$ cat config.mk
export PLATFORM = sky130hd
export DESIGN_NAME = snc_node_regs
export DESIGN_NICKNAME = d
export VERILOG_FILES = /design/src/include/snc_pkg.sv /design/src/snc_node_regs.sv
export SDC_FILE = /design/constraint.sdc
export NUM_CORES = 2
export LEC_CHECK = 0
export BUFFER_PORTS_ARGS = -buffer_cell sky130_fd_sc_hd__buf_2
export CAP_MARGIN = 20
export CORE_UTILIZATION = 61
export CTS_CLUSTER_SIZE = 10
export DETAILED_ROUTE_END_ITERATION = 10
export PLACE_DENSITY = 0.8
export SYNTH_ARGS = -nofsm -noshare
export SYNTH_HDL_FRONTEND = slang
export SYNTH_SLANG_ARGS = --single-unit
$ cat constraint.sdc
create_clock -name core_clk -period 3.8 [get_ports core_clk]
set_input_delay 0.57 -clock core_clk [delete_from_list [all_inputs] [get_ports core_clk]]
set_output_delay 0.57 -clock core_clk [all_outputs]
set_load 0.01 [all_outputs]
$ cat src/include/snc_pkg.sv
// Contract
// - Registers reached only by configuration reads/writes
// - Identification: boot pins, revision, version fields
// - Description: links, switch processors, device processors
// - Lock bit 31 rejects all control writes
// - Bit 8 blocks PLL settings writes
// - Bit 0 selects one-byte or two-byte headers
// - Sixteen-bit node number, upper bits reserved
// - PLL multiplies input clock for whole node
// - Accepted PLL write resets tile
// - PLL bit 31 set skips the reset
// - PLL bit 30 set skips re-lock wait
// - PLL bit 29 write puts PLL in bypass
// - PLL bit 28 write selects JTAG boot
// - Output divider bits 25:23, value plus one
// - Feedback multiplier bits 20:8, value plus one
// - Input divider bits 6:0, value plus one
// - Switch and reference clock dividers at 0x07/0x08
// - Link config from 0x80, static from 0xA0
// - Reference divider bits 15:0 reset three
package snc_pkg;

  // Register offsets (configuration register numbers)
  localparam logic [7:0] OFS_IDENT      = 8'h00;
  localparam logic [7:0] OFS_DESCR      = 8'h01;
  localparam logic [7:0] OFS_SWCFG      = 8'h04;
  localparam logic [7:0] OFS_NODE_ID    = 8'h05;
  localparam logic [7:0] OFS_PLL        = 8'h06;
  localparam logic [7:0] OFS_SW_DIV     = 8'h07;
  localparam logic [7:0] OFS_REF_DIV    = 8'h08;
  localparam logic [7:0] OFS_JTAG_ID    = 8'h09;
  localparam logic [7:0] OFS_USERCODE   = 8'h0a;
  localparam logic [7:0] OFS_DIR_LO     = 8'h0c;
  localparam logic [7:0] OFS_DIR_HI     = 8'h0d;
  localparam logic [7:0] OFS_DBG_CFG0   = 8'h10;
  localparam logic [7:0] OFS_DBG_CFG1   = 8'h11;
  localparam logic [7:0] OFS_LINK_STAT  = 8'h20;
  localparam logic [7:0] OFS_LINK_CFG   = 8'h80;
  localparam logic [7:0] OFS_STATIC_CFG = 8'ha0;
  localparam int         LINK_STAT_NUM  = 9;
  localparam int         LINK_CFG_NUM   = 9;
  localparam int         STATIC_CFG_NUM = 8;

  // Switch configuration field positions
  localparam int SWCFG_LOCK_ALL_BIT = 31;
  localparam int SWCFG_LOCK_PLL_BIT = 8;
  localparam int SWCFG_HDR_BIT      = 0;

  // PLL settings field positions
  localparam int PLL_NO_RESET_BIT  = 31;
  localparam int PLL_NO_WAIT_BIT   = 30;
  localparam int PLL_BYPASS_BIT    = 29;
  localparam int PLL_JTAG_BOOT_BIT = 28;
  localparam int PLL_OD_LSB        = 23;
  localparam int PLL_FB_LSB        = 8;
  localparam int PLL_ID_LSB        = 0;
  localparam int PLL_OD_W          = 3;
  localparam int PLL_FB_W          = 13;
  localparam int PLL_ID_W          = 7;

  // Write masks: reserved bits are never stored
  localparam logic [31:0] SWCFG_WMASK     = 32'h8000_0101;
  localparam logic [31:0] NODE_ID_WMASK   = 32'h0000_ffff;
  localparam logic [31:0] DIV_WMASK       = 32'h0000_ffff;
  localparam logic [31:0] DBG_CFG_WMASK   = 32'h0000_0003;
  localparam logic [31:0] LINK_STAT_WMASK = 32'h0000_0f30;
  localparam logic [31:0] PLL_RSVD_MASK   = 32'h0c60_0080;

  // Reset values
  localparam logic [15:0] SW_DIV_RST  = 16'h0000;
  localparam logic [15:0] REF_DIV_RST = 16'h0003;

  // Timing: settle time before PLL lock is believed, rounded up to cycles
  localparam int CLK_PERIOD_NS   = 20;
  localparam int PLL_SETTLE_NS   = 1000;
  localparam int PLL_SETTLE_CYC  = (PLL_SETTLE_NS + CLK_PERIOD_NS - 1) / CLK_PERIOD_NS;
  localparam int BOOT_CAP_DELAY  = 2;

  typedef enum logic [1:0]
  {
    ST_IDLE      = 2'b00,
    ST_SETTLE    = 2'b01,
    ST_WAIT_LOCK = 2'b11
  } snc_state_e;

  typedef struct packed
  {
    logic        valid;
    logic        write;
    logic [7:0]  addr;
    logic [31:0] wdata;
  } snc_cfg_req_s;

  typedef struct packed
  {
    logic        ack;
    logic        err;
    logic [31:0] rdata;
  } snc_cfg_rsp_s;

  typedef struct packed
  {
    logic                bypass;
    logic                jtag_boot;
    logic [PLL_OD_W-1:0] out_div;
    logic [PLL_FB_W-1:0] fb_mul;
    logic [PLL_ID_W-1:0] in_div;
  } snc_pll_ctl_s;

endpackage : snc_pkg

$ cat src/snc_node_regs.sv
`timescale 1ns/1ps
module snc_node_regs #(
  parameter logic [7:0]  SWITCH_REVISION  = 8'h01, // Arbitrary value
  parameter logic [7:0]  SWITCH_VERSION   = 8'h01, // Arbitrary value
  parameter logic [7:0]  NUM_LINKS        = 8'h08,
  parameter logic [7:0]  NUM_PROCS_SWITCH = 8'h02,
  parameter logic [7:0]  NUM_PROCS_DEVICE = 8'h02,
  parameter logic [31:0] JTAG_ID          = 32'h0000_0001, // Arbitrary value
  parameter logic [31:0] USERCODE         = 32'h0000_0000  // Arbitrary value
)(
  input  wire logic                  core_clk,
  input  wire logic                  rst,
  input  wire snc_pkg::snc_cfg_req_s cfg_req,
  output logic                       cfg_ready,
  output snc_pkg::snc_cfg_rsp_s      cfg_rsp,
  input  wire logic [7:0]            boot_select_pins,
  input  wire logic                  pll_locked,
  output snc_pkg::snc_pll_ctl_s      pll_ctl,
  output logic                       tile_reset,
  output logic                       header_one_byte,
  output logic [15:0]                node_id,
  output logic [15:0]                switch_clk_div,
  output logic [15:0]                ref_clk_div,
  output logic [63:0]                route_directions
);
  import snc_pkg::*;

  snc_state_e   state_q;
  logic [7:0]   settle_q;
  logic         ready_q;
  snc_cfg_rsp_s rsp_q;
  logic [31:0]  swcfg_q;
  logic [15:0]  node_id_q;
  logic [31:0]  pll_q;
  logic         tile_reset_q;
  logic [15:0]  sw_div_q;
  logic [15:0]  ref_div_q;
  logic [31:0]  dir_lo_q;
  logic [31:0]  dir_hi_q;
  logic [1:0]   dbg_cfg_q [2];
  logic [31:0]  link_stat_q [LINK_STAT_NUM];
  logic [31:0]  link_cfg_q [LINK_CFG_NUM];
  logic [31:0]  static_cfg_q [STATIC_CFG_NUM];
  logic [7:0]   boot_s1_q;
  logic [7:0]   boot_s2_q;
  logic [7:0]   boot_cap_q;
  logic [1:0]   cap_cnt_q;
  logic         lock_s1_q;
  logic         lock_s2_q;

  logic         take;
  logic         wr_take;
  logic         mapped;
  logic         read_only;
  logic         wr_ok;
  logic         pll_wr_ok;
  logic [31:0]  rdata;
  logic [3:0]   link_idx;

  // True when addr falls in a block of count registers starting at base
  function automatic logic in_range(input logic [7:0] addr, input logic [7:0] base, input int count);
    logic [7:0] ofs;
    ofs = addr - base;
    in_range = (addr >= base) && (int'(ofs) < count);
  endfunction : in_range

  // Request is taken only while ready; the bank is a plain config target
  assign take    = cfg_req.valid && ready_q;
  assign wr_take = take && cfg_req.write;
  assign link_idx = cfg_req.addr[3:0];

  // Address decode and read mux; unmapped and reserved bits read zero
  always_comb
  begin
    mapped    = 1'b1;
    read_only = 1'b0;
    rdata     = 32'h0000_0000;
    if (in_range(cfg_req.addr, OFS_LINK_STAT, LINK_STAT_NUM))
      rdata = link_stat_q[link_idx];
    else if (in_range(cfg_req.addr, OFS_LINK_CFG, LINK_CFG_NUM))
      rdata = link_cfg_q[link_idx];
    else if (in_range(cfg_req.addr, OFS_STATIC_CFG, STATIC_CFG_NUM))
      rdata = static_cfg_q[link_idx[2:0]];
    else
    begin
      unique case (cfg_req.addr)
        OFS_IDENT:
        begin
          rdata     = {8'h00, boot_cap_q, SWITCH_REVISION, SWITCH_VERSION};
          read_only = 1'b1;
        end
        OFS_DESCR:
        begin
          rdata     = {8'h00, NUM_LINKS, NUM_PROCS_SWITCH, NUM_PROCS_DEVICE};
          read_only = 1'b1;
        end
        OFS_SWCFG:    rdata = swcfg_q;
        OFS_NODE_ID:  rdata = {16'h0000, node_id_q};
        OFS_PLL:      rdata = pll_q; // Bypass and JTAG boot bits are write-only, never stored
        OFS_SW_DIV:   rdata = {16'h0000, sw_div_q};
        OFS_REF_DIV:  rdata = {16'h0000, ref_div_q};
        OFS_JTAG_ID:
        begin
          rdata     = JTAG_ID;
          read_only = 1'b1;
        end
        OFS_USERCODE:
        begin
          rdata     = USERCODE;
          read_only = 1'b1;
        end
        OFS_DIR_LO:   rdata = dir_lo_q;
        OFS_DIR_HI:   rdata = dir_hi_q;
        OFS_DBG_CFG0: rdata = {30'h0000_0000, dbg_cfg_q[0]};
        OFS_DBG_CFG1: rdata = {30'h0000_0000, dbg_cfg_q[1]};
        default:      mapped = 1'b0;
      endcase
    end
  end

  // Lock-all also covers the configuration register itself: only reset unlocks
  assign wr_ok = wr_take && mapped && !read_only && !swcfg_q[SWCFG_LOCK_ALL_BIT];
  assign pll_wr_ok = wr_ok && (cfg_req.addr == OFS_PLL) && !swcfg_q[SWCFG_LOCK_PLL_BIT];

  // Answer one cycle after the request; refused writes flag an error
  always_ff @(posedge core_clk)
  begin
    if (rst)
      rsp_q <= '0;
    else
    begin
      rsp_q.ack   <= take;
      rsp_q.rdata <= (take && !cfg_req.write) ? rdata : 32'h0000_0000;
      rsp_q.err   <= take && (!mapped || (cfg_req.write && (read_only || !wr_ok ||
                     ((cfg_req.addr == OFS_PLL) && !pll_wr_ok))));
    end
  end

  // Switch configuration and node identifier
  always_ff @(posedge core_clk)
  begin
    if (rst)
    begin
      swcfg_q   <= 32'h0000_0000;
      node_id_q <= 16'h0000;
    end
    else if (wr_ok && cfg_req.addr == OFS_SWCFG)
      swcfg_q <= cfg_req.wdata & SWCFG_WMASK;
    else if (wr_ok && cfg_req.addr == OFS_NODE_ID)
      node_id_q <= cfg_req.wdata[15:0];
  end

  // PLL settings: dividers stored, debug strobes only drive the PLL outputs
  always_ff @(posedge core_clk)
  begin
    if (rst)
    begin
      pll_q        <= 32'h0000_0000;
      pll_ctl      <= '0;
      tile_reset_q <= 1'b0;
    end
    else
    begin
      tile_reset_q <= pll_wr_ok && !cfg_req.wdata[PLL_NO_RESET_BIT];
      if (pll_wr_ok)
      begin
        pll_q <= cfg_req.wdata & ~((32'h0000_0001 << PLL_BYPASS_BIT) | (32'h0000_0001 << PLL_JTAG_BOOT_BIT) |
                 PLL_RSVD_MASK);
        pll_ctl.bypass    <= cfg_req.wdata[PLL_BYPASS_BIT];
        pll_ctl.jtag_boot <= cfg_req.wdata[PLL_JTAG_BOOT_BIT];
        pll_ctl.out_div   <= cfg_req.wdata[PLL_OD_LSB +: PLL_OD_W];
        pll_ctl.fb_mul    <= cfg_req.wdata[PLL_FB_LSB +: PLL_FB_W];
        pll_ctl.in_div    <= cfg_req.wdata[PLL_ID_LSB +: PLL_ID_W];
      end
    end
  end

  // Clock dividers
  always_ff @(posedge core_clk)
  begin
    if (rst)
    begin
      sw_div_q  <= SW_DIV_RST;
      ref_div_q <= REF_DIV_RST;
    end
    else if (wr_ok && cfg_req.addr == OFS_SW_DIV)
      sw_div_q <= cfg_req.wdata[15:0];
    else if (wr_ok && cfg_req.addr == OFS_REF_DIV)
      ref_div_q <= cfg_req.wdata[15:0];
  end

  // Routing directions and debug pin configuration
  always_ff @(posedge core_clk)
  begin
    if (rst)
    begin
      dir_lo_q     <= 32'h0000_0000;
      dir_hi_q     <= 32'h0000_0000;
      dbg_cfg_q[0] <= 2'h0;
      dbg_cfg_q[1] <= 2'h0;
    end
    else if (wr_ok)
    begin
      if (cfg_req.addr == OFS_DIR_LO)
        dir_lo_q <= cfg_req.wdata;
      if (cfg_req.addr == OFS_DIR_HI)
        dir_hi_q <= cfg_req.wdata;
      if (cfg_req.addr == OFS_DBG_CFG0)
        dbg_cfg_q[0] <= cfg_req.wdata[1:0];
      if (cfg_req.addr == OFS_DBG_CFG1)
        dbg_cfg_q[1] <= cfg_req.wdata[1:0];
    end
  end

  // Link register arrays
  always_ff @(posedge core_clk)
  begin
    if (rst)
    begin
      for (int i = 0; i < LINK_STAT_NUM; i++)
        link_stat_q[i] <= 32'h0000_0000;
      for (int i = 0; i < LINK_CFG_NUM; i++)
        link_cfg_q[i] <= 32'h0000_0000;
      for (int i = 0; i < STATIC_CFG_NUM; i++)
        static_cfg_q[i] <= 32'h0000_0000;
    end
    else if (wr_ok)
    begin
      if (in_range(cfg_req.addr, OFS_LINK_STAT, LINK_STAT_NUM))
        link_stat_q[link_idx] <= cfg_req.wdata & LINK_STAT_WMASK;
      if (in_range(cfg_req.addr, OFS_LINK_CFG, LINK_CFG_NUM))
        link_cfg_q[link_idx] <= cfg_req.wdata;
      if (in_range(cfg_req.addr, OFS_STATIC_CFG, STATIC_CFG_NUM))
        static_cfg_q[link_idx[2:0]] <= cfg_req.wdata;
    end
  end

  // Boot pins synchronised, then caught once after reset release
  always_ff @(posedge core_clk)
  begin
    boot_s1_q <= boot_select_pins;
    boot_s2_q <= boot_s1_q;
    lock_s1_q <= pll_locked;
    lock_s2_q <= lock_s1_q;
  end

  always_ff @(posedge core_clk)
  begin
    if (rst)
    begin
      cap_cnt_q  <= 2'h0;
      boot_cap_q <= 8'h00;
    end
    else if (int'(cap_cnt_q) < BOOT_CAP_DELAY)
      cap_cnt_q <= cap_cnt_q + 2'h1; // Let the synchroniser fill first
    else if (int'(cap_cnt_q) == BOOT_CAP_DELAY)
    begin
      boot_cap_q <= boot_s2_q;
      cap_cnt_q  <= cap_cnt_q + 2'h1;
    end
  end

  // Re-lock wait: lock may still read high from the old setting, so settle first
  always_ff @(posedge core_clk)
  begin
    if (rst)
    begin
      state_q  <= ST_IDLE;
      settle_q <= 8'h00;
      ready_q  <= 1'b0;
    end
    else
    begin
      unique case (state_q)
        ST_IDLE:
        begin
          ready_q <= 1'b1;
          if (pll_wr_ok && !cfg_req.wdata[PLL_NO_WAIT_BIT])
          begin
            state_q  <= ST_SETTLE;
            settle_q <= 8'(PLL_SETTLE_CYC - 1);
            ready_q  <= 1'b0;
          end
        end
        ST_SETTLE:
        begin
          settle_q <= settle_q - 8'h01;
          if (settle_q == 8'h00)
            state_q <= ST_WAIT_LOCK;
        end
        ST_WAIT_LOCK:
        begin
          if (lock_s2_q)
          begin
            state_q <= ST_IDLE;
            ready_q <= 1'b1;
          end
        end
        default: state_q <= ST_IDLE;
      endcase
    end
  end

  assign cfg_ready        = ready_q;
  assign cfg_rsp          = rsp_q;
  assign tile_reset       = tile_reset_q;
  assign header_one_byte  = swcfg_q[SWCFG_HDR_BIT];
  assign node_id          = node_id_q;
  assign switch_clk_div   = sw_div_q;
  assign ref_clk_div      = ref_div_q;
  assign route_directions = {dir_hi_q, dir_lo_q};
endmodule : snc_node_regs

# [Yosys cells after proc, flatten, opt, wreduce, memory -nomap -nowiden]
# Memories as Yosys holds them, arrays and structs flattened.
# Index checks and enable logic that the tools add are counted.
# Widths: inputs -> output; s select.
[totals] ff_bits=239 mem_bits_rw=602 input_bits=53 out_inout_bits=174 word_cells=173 memories=4
[mem_list] name="link_cfg_q" depth=9 width=32 read_ports=1 rd_clocked_by_memory_dff=0 wr=9 line_no="snc_node_regs.sv:42" source="logic [31:0] link_cfg_q [LINK_CFG_NUM];"
[mem_list] name="static_cfg_q" depth=8 width=32 read_ports=1 rd_clocked_by_memory_dff=0 wr=8 line_no="snc_node_regs.sv:43" source="logic [31:0] static_cfg_q [STATIC_CFG_NUM];"
[mem_list] name="link_stat_q" depth=9 width=6 read_ports=1 rd_clocked_by_memory_dff=0 wr=9 line_no="snc_node_regs.sv:41" source="logic [31:0] link_stat_q [LINK_STAT_NUM];"
[mem_list] name="dbg_cfg_q" depth=2 width=2 read_ports=2 rd_clocked_by_memory_dff=0 wr=2 line_no="snc_node_regs.sv:40" source="logic [1:0] dbg_cfg_q [2];"
[op_classes] add_sub_neg=5 n_lt_le_gt_ge=7 n_eq_ne=18 mux=56 n_bitwise=6 reduce_logical=52
[op_table] operator="$pmux 32 s12" n=1
[op_table] operator="$mux 32" n=5
[op_table] operator="$reduce_or 32->1" n=2
[op_table] operator="$eq 8x4->1 const B" n=5
[op_table] operator="$mux 1" n=35
[op_table] operator="$eq 8x3->1 const B" n=4
[op_table] operator="$lt 8x4->1 const B" n=3
[op_table] operator="$logic_and 1x1->1" n=20
[op_table] operator="$eq 8x5->1 const B" n=2
[op_table] operator="$ge 8x8->1 const B" n=2
[op_table] operator="$logic_not 8->1" n=2
[op_table] operator="$pmux 8 s2" n=1
[op_table] operator="$sub 8x8->8 const B" n=2
[op_table] operator="$mux 2" n=7
[op_table] operator="$reduce_and 2->1" n=7
[op_table] operator="$reduce_or 13->1" n=1
[op_table] operator="$logic_not 1->1" n=9
[op_table] operator="$eq 8x1->1 const B" n=1
[op_table] operator="$ge 8x6->1 const B" n=1
[op_table] operator="$mux 4" n=2
[op_table] operator="$mux 8" n=1
[op_table] operator="$sub 8x1->8 const B" n=1
[op_table] operator="$sub 8x6->8 const B" n=1
[op_table] operator="$mux 6" n=1
[op_table] operator="17 further kinds" n=28

# [Longest topological paths before layout]
[logic_depth] ltp_word=17 ltp_mapped=10 ltp_nobuf=7

# [Least setup slack after synthesis]
# No wires, ideal clock.
[synth_timing] path_kind="input-to-reg" start="input port cfg_req[36] in the netlist's numbering" end="memory static_cfg_q[5][0] (enable)" setup_ns=0.375 t_arrival_ns=2.636 t_required_ns=3.425 slack_ns=0.789 cell_stages=6 path_buffers=2 path_cell_list="buf_2 -> nand2b_1 -> or4_1 -> clkbuf_1 -> nor4_1 -> or2_2"
[synth_lines] item="from (decl)" line_no="snc_node_regs.sv:13" source="input wire snc_pkg::snc_cfg_req_s cfg_req,"
[synth_lines] item="to (decl)" line_no="snc_node_regs.sv:43"

# [Worst setup path in the final report]
[layout_timing] start="input port cfg_req[35] in the netlist's numbering" end="register rsp_q (netlist bit cfg_rsp[30])"
[layout_between] elab_chain_len=6 word_cells_on_any_way=29 cone_classes="add/sub: 3; order compare: 6; eq/ne: 11; mux: 4; reduce/logical: 4; memory: 1"
[layout_rtl] item="$sub 8x8->8" line_no="snc_node_regs.sv:63" source="ofs = addr - base;"
[layout_rtl] item="$lt 8x4->1" line_no="snc_node_regs.sv:64" source="in_range = (addr >= base) && (int'(ofs) < count);"
[layout_rtl] item="$logic_and 1x1->1" line_no="snc_node_regs.sv:64"
[layout_rtl] item="$mux 32" line_no="snc_node_regs.sv:82" source="else if (in_range(cfg_req.addr, OFS_STATIC_CFG, STATIC_CFG_NUM))"
[layout_rtl] item="$mux 32" line_no="snc_node_regs.sv:80" source="else if (in_range(cfg_req.addr, OFS_LINK_CFG, LINK_CFG_NUM))"
[layout_rtl] item="$mux 32 *" line_no="snc_node_regs.sv:78" source="if (in_range(cfg_req.addr, OFS_LINK_STAT, LINK_STAT_NUM))"
[layout_rtl] item="to (decl)" line_no="snc_node_regs.sv:31" source="snc_cfg_rsp_s rsp_q;"
# Mark *: on every way between the ends. The rest lies on a longest branch, timed or not.
# A chain may end at the register's enable or synchronous reset.

==> flow_summary.json <==
{
  "synth_top_area_share_pct": 54.7,
  "rsz0062_at_grt": "false",
  "timing.rr.start": "cfg_ready$_SDFFE_PP0P_",
  "crit_top_cell": "buf_4",
  "fin_crit_sh_pct": 80.7,
  "peakVddDrop_uv": 476,
  "status": "complete, no violations",
  "first_pass_iters": 7,
  "start_util_pct": 61.7,
  "syn_avg_cell_area_um2": 14.0,
  "hold_class": "in -> reg",
  "ant_nets": 0,
  "dr_total_vias": 28458,
  "crit_path_end": "cfg_rsp[30]$_SDFF_PP0_",
  "reg2reg_slack_ns": 0.93,
  "fillerInstances": 4463,
  "hold_ws_ns": 0.195,
  "coreArea_um2": 70100,
  "drive_gt1_share_pct": 21.3,
  "path_max_fanout": 17,
  "worstPathArrival_ns": 3.58,
  "wire_per_inst_um": 27.3,
  "cellLeakagePower_nw": 18.3,
  "grt_max_degree": 99,
  "drtIter0Drc": 3644,
  "max_clock_freq_ghz": 0.326,
  "ys_seq_area_share_pct": 64.7,
  "synth_flop_cell": "edfxtp_1",
  "cap_violations": 0,
  "cts_buffer_depth": 3,
  "rows": 97,
  "setup_slack_ns": 0.732,
  "criticalPathCategory": "in -> reg",
  "dp_worst_setup_slack_ns": 0.220,
  "synth_commonest_cells": "edfxtp_1 (789), and2_1 (552), nand2_1 (292)",
  "cts_setup_buffers": 0,
  "hold_violations": 0,
  "die_area_um2": 72100,
  "grtUsageTotal_pct": 34.4,
  "yosys_warnings": 0,
  "yosys.area.top_type": "edfxtp_1",
  "startpoint": "cfg_req[35]",
  "critPathRequiredTime_ns": 4.31,
  "antenna_found_initial": 4,
  "critPathSlowestCell": "a221oi_1",
  "grt_pass1_vias": 28648,
  "setup_viol": 0,
  "grt_pass1_wl_um": 180000,
  "die_h_um": 268,
  "grt-ovfl-total": 0,
  "r2r_end": "link_cfg_q[0][23]$_SDFFCE_PN0P_",
  "dp_cells": 4277,
  "final_cells": 4471,
  "syn-cell-area_um2": 43300,
  "io_buffers": 226,
  "io_pins": 227,
  "synth_cells": 3087,
  "cp_num_cells": 8,
  "cts_resized": 0,
  "regArea_um2": 28000,
  "fin_nets": 3518,
  "power_per_cell_area_nw_per_um2": 475,
  "gp_congestion": 0.950,
  "reg2regPathDepth": 6,
  "setup_tns_ns": 0,
  "async_flop_share_pct": 0,
  "tritoncts": "done",
  "via_per_inst": 6.37,
  "multi_input_area_um2": 14800,
  "wl_um": 122000,
  "drc": 0,
  "chipWidth_um": 268,
  "layout-area-overhead-vs-synth_pct": 14.7,
  "yosys_register_bits": 1005,
  "end_kind": "flop",
  "fin_total_pwr_mw": 23.6,
  "synthTopCellsByArea": "edfxtp_1 (55%), mux4_2 (11%), dfxtp_1 (10%)",
  "yosysUniqueCellTypes": 74,
  "path_cells": "buf_2 -> buf_4 -> o31ai_2 -> and2_0 -> buf_4 -> a221o_1 -> a221oi_1 -> nor3_1",
  "cts-buffers-inserted": 111,
  "synth.most_common_cell": "edfxtp_1",
  "cp_num_buf_inv": 3,
  "postCtsHoldBufs": 9,
  "path_clk_slew_ns": 0.06,
  "clock_latency_ns": 0.69,
  "cts_root_buf": "clkbuf_16",
  "synth_edf_count": 789,
  "hpwlAfterDp_um": 76500,
  "cts_sinks": 1005,
  "antenna_cells": 0,
  "htreeDepth": 3,
  "worstMarginPinSlew_ns": 1.20,
  "crit_family": "compound AO/OA/AOI/OAI gates",
  "layout_min_cycle_time_ns": 3.07,
  "clock_skew_ns": 0.0212,
  "slew_viol_final": 0,
  "worstSetupStartpointType": "input port",
  "cp_slowest_stage_delay_ns": 0.84,
  "slew_headroom_pct": 19.9
}
[worst min-delay path by stage]
stage,from,end,depth (start not counted)
finish,rst,node_id[1]$_SDFFE_PP0P_,2
global route,rst,state_q[0]$_SDFFE_PP0P_,2
CTS,rst,state_q[0]$_SDFFE_PP0P_,2
detailed placement,boot_s1_q[7]$_DFF_P_,boot_s2_q[7]$_DFF_P_,0
global placement,boot_s1_q[5]$_DFF_P_,boot_s2_q[5]$_DFF_P_,0
floorplan,boot_s1_q[0]$_DFF_P_,boot_s2_q[0]$_DFF_P_,0
[per-layer routing]
metal / vias up / GRT usage, % / share of wire [%]
li1: 11835 / - / -
met1: 14259 / 43.9 / 35
met2: 1947 / 55.8 / 49
met3: 409 / 7.53 / 11
met4: 8 / 18.1 / 5.4
met5: - / 0 / 0.050
[cell type report]
type                            instances  share of cell area, %
Clock buffer                          176                   6.15
Timing Repair Buffer                  365                   4.82
Sequential cell                      1005                   56.4
Clock inverter                          8                  0.302
Inverter                               19                  0.146
Tap cell                              940                   2.37
Multi-Input combinational cell       1958                   29.8
[layout by cell type, fill, tap and decap left out, types with 13 or more instances in the layout]
cell type	netlist	final
o21ai_0	29	29
inv_1	18	18
or2_2	18	18
buf_2	53	224
edfxtp_1	789	789
conb_1	1	187
mux4_2	204	204
clkbuf_16	0	112
a221oi_1	20	20
buf_4	32	115
mux2i_1	89	89
and2_1	552	552
nor2_1	152	152
nand2_1	292	292
a21oi_1	141	141
buf_12	0	14
clkbuf_1	185	63
dfxtp_1	216	216
nand3_1	17	17
mux2_2	13	13
nor3_1	33	24
a211oi_1	31	31
a22oi_1	35	35
o22ai_1	13	13
[power by group]
part	total, mW	switching, mW	internal (mW)
Combinational	1.47	0.930	0.540
Sequential	12.4	0.134	12.3
Clock	9.71	4.23	5.48
[flip-flops by register name, indices dropped and copies added, names as in the netlist, 5 cells and up]
register,flops
cfg_rsp,34
ref_clk_div,16
boot_s1_q,8
node_id,16
boot_cap_q,8
dir_hi_q,32
pll_q,5
settle_q,8
boot_s2_q,8
dir_lo_q,32
link_stat_q,92
switch_clk_div,16
static_cfg_q,256
pll_ctl,22
link_cfg_q,437
[cell families after synthesis]
logic type               count (synthesis)  synth area share [%]
AND/OR/NAND/NOR                       1125                  13.7
flip-flops                            1005                  64.7
AO/OA/AOI/OAI                          329                  5.17
buffers and inverters                  310                  3.12
multiplexers                           306                  13.0
XOR/XNOR                                 6                 0.156
adder cells (fa/ha/maj)                  5                 0.144
other                                    1               0.00866
[stage by stage]
step | cell area [um2] | utilization (%)
2_1_floorplan | 44000 | -
3_3_place_gp | 46400 | 66.1
3_5_place_dp | 46400 | 66.1
4_1_cts | 49700 | 70.8
5_1_grt | 49700 | 70.8
6_report | 49700 | 70.8
Power figures use the tool's default switching activity.
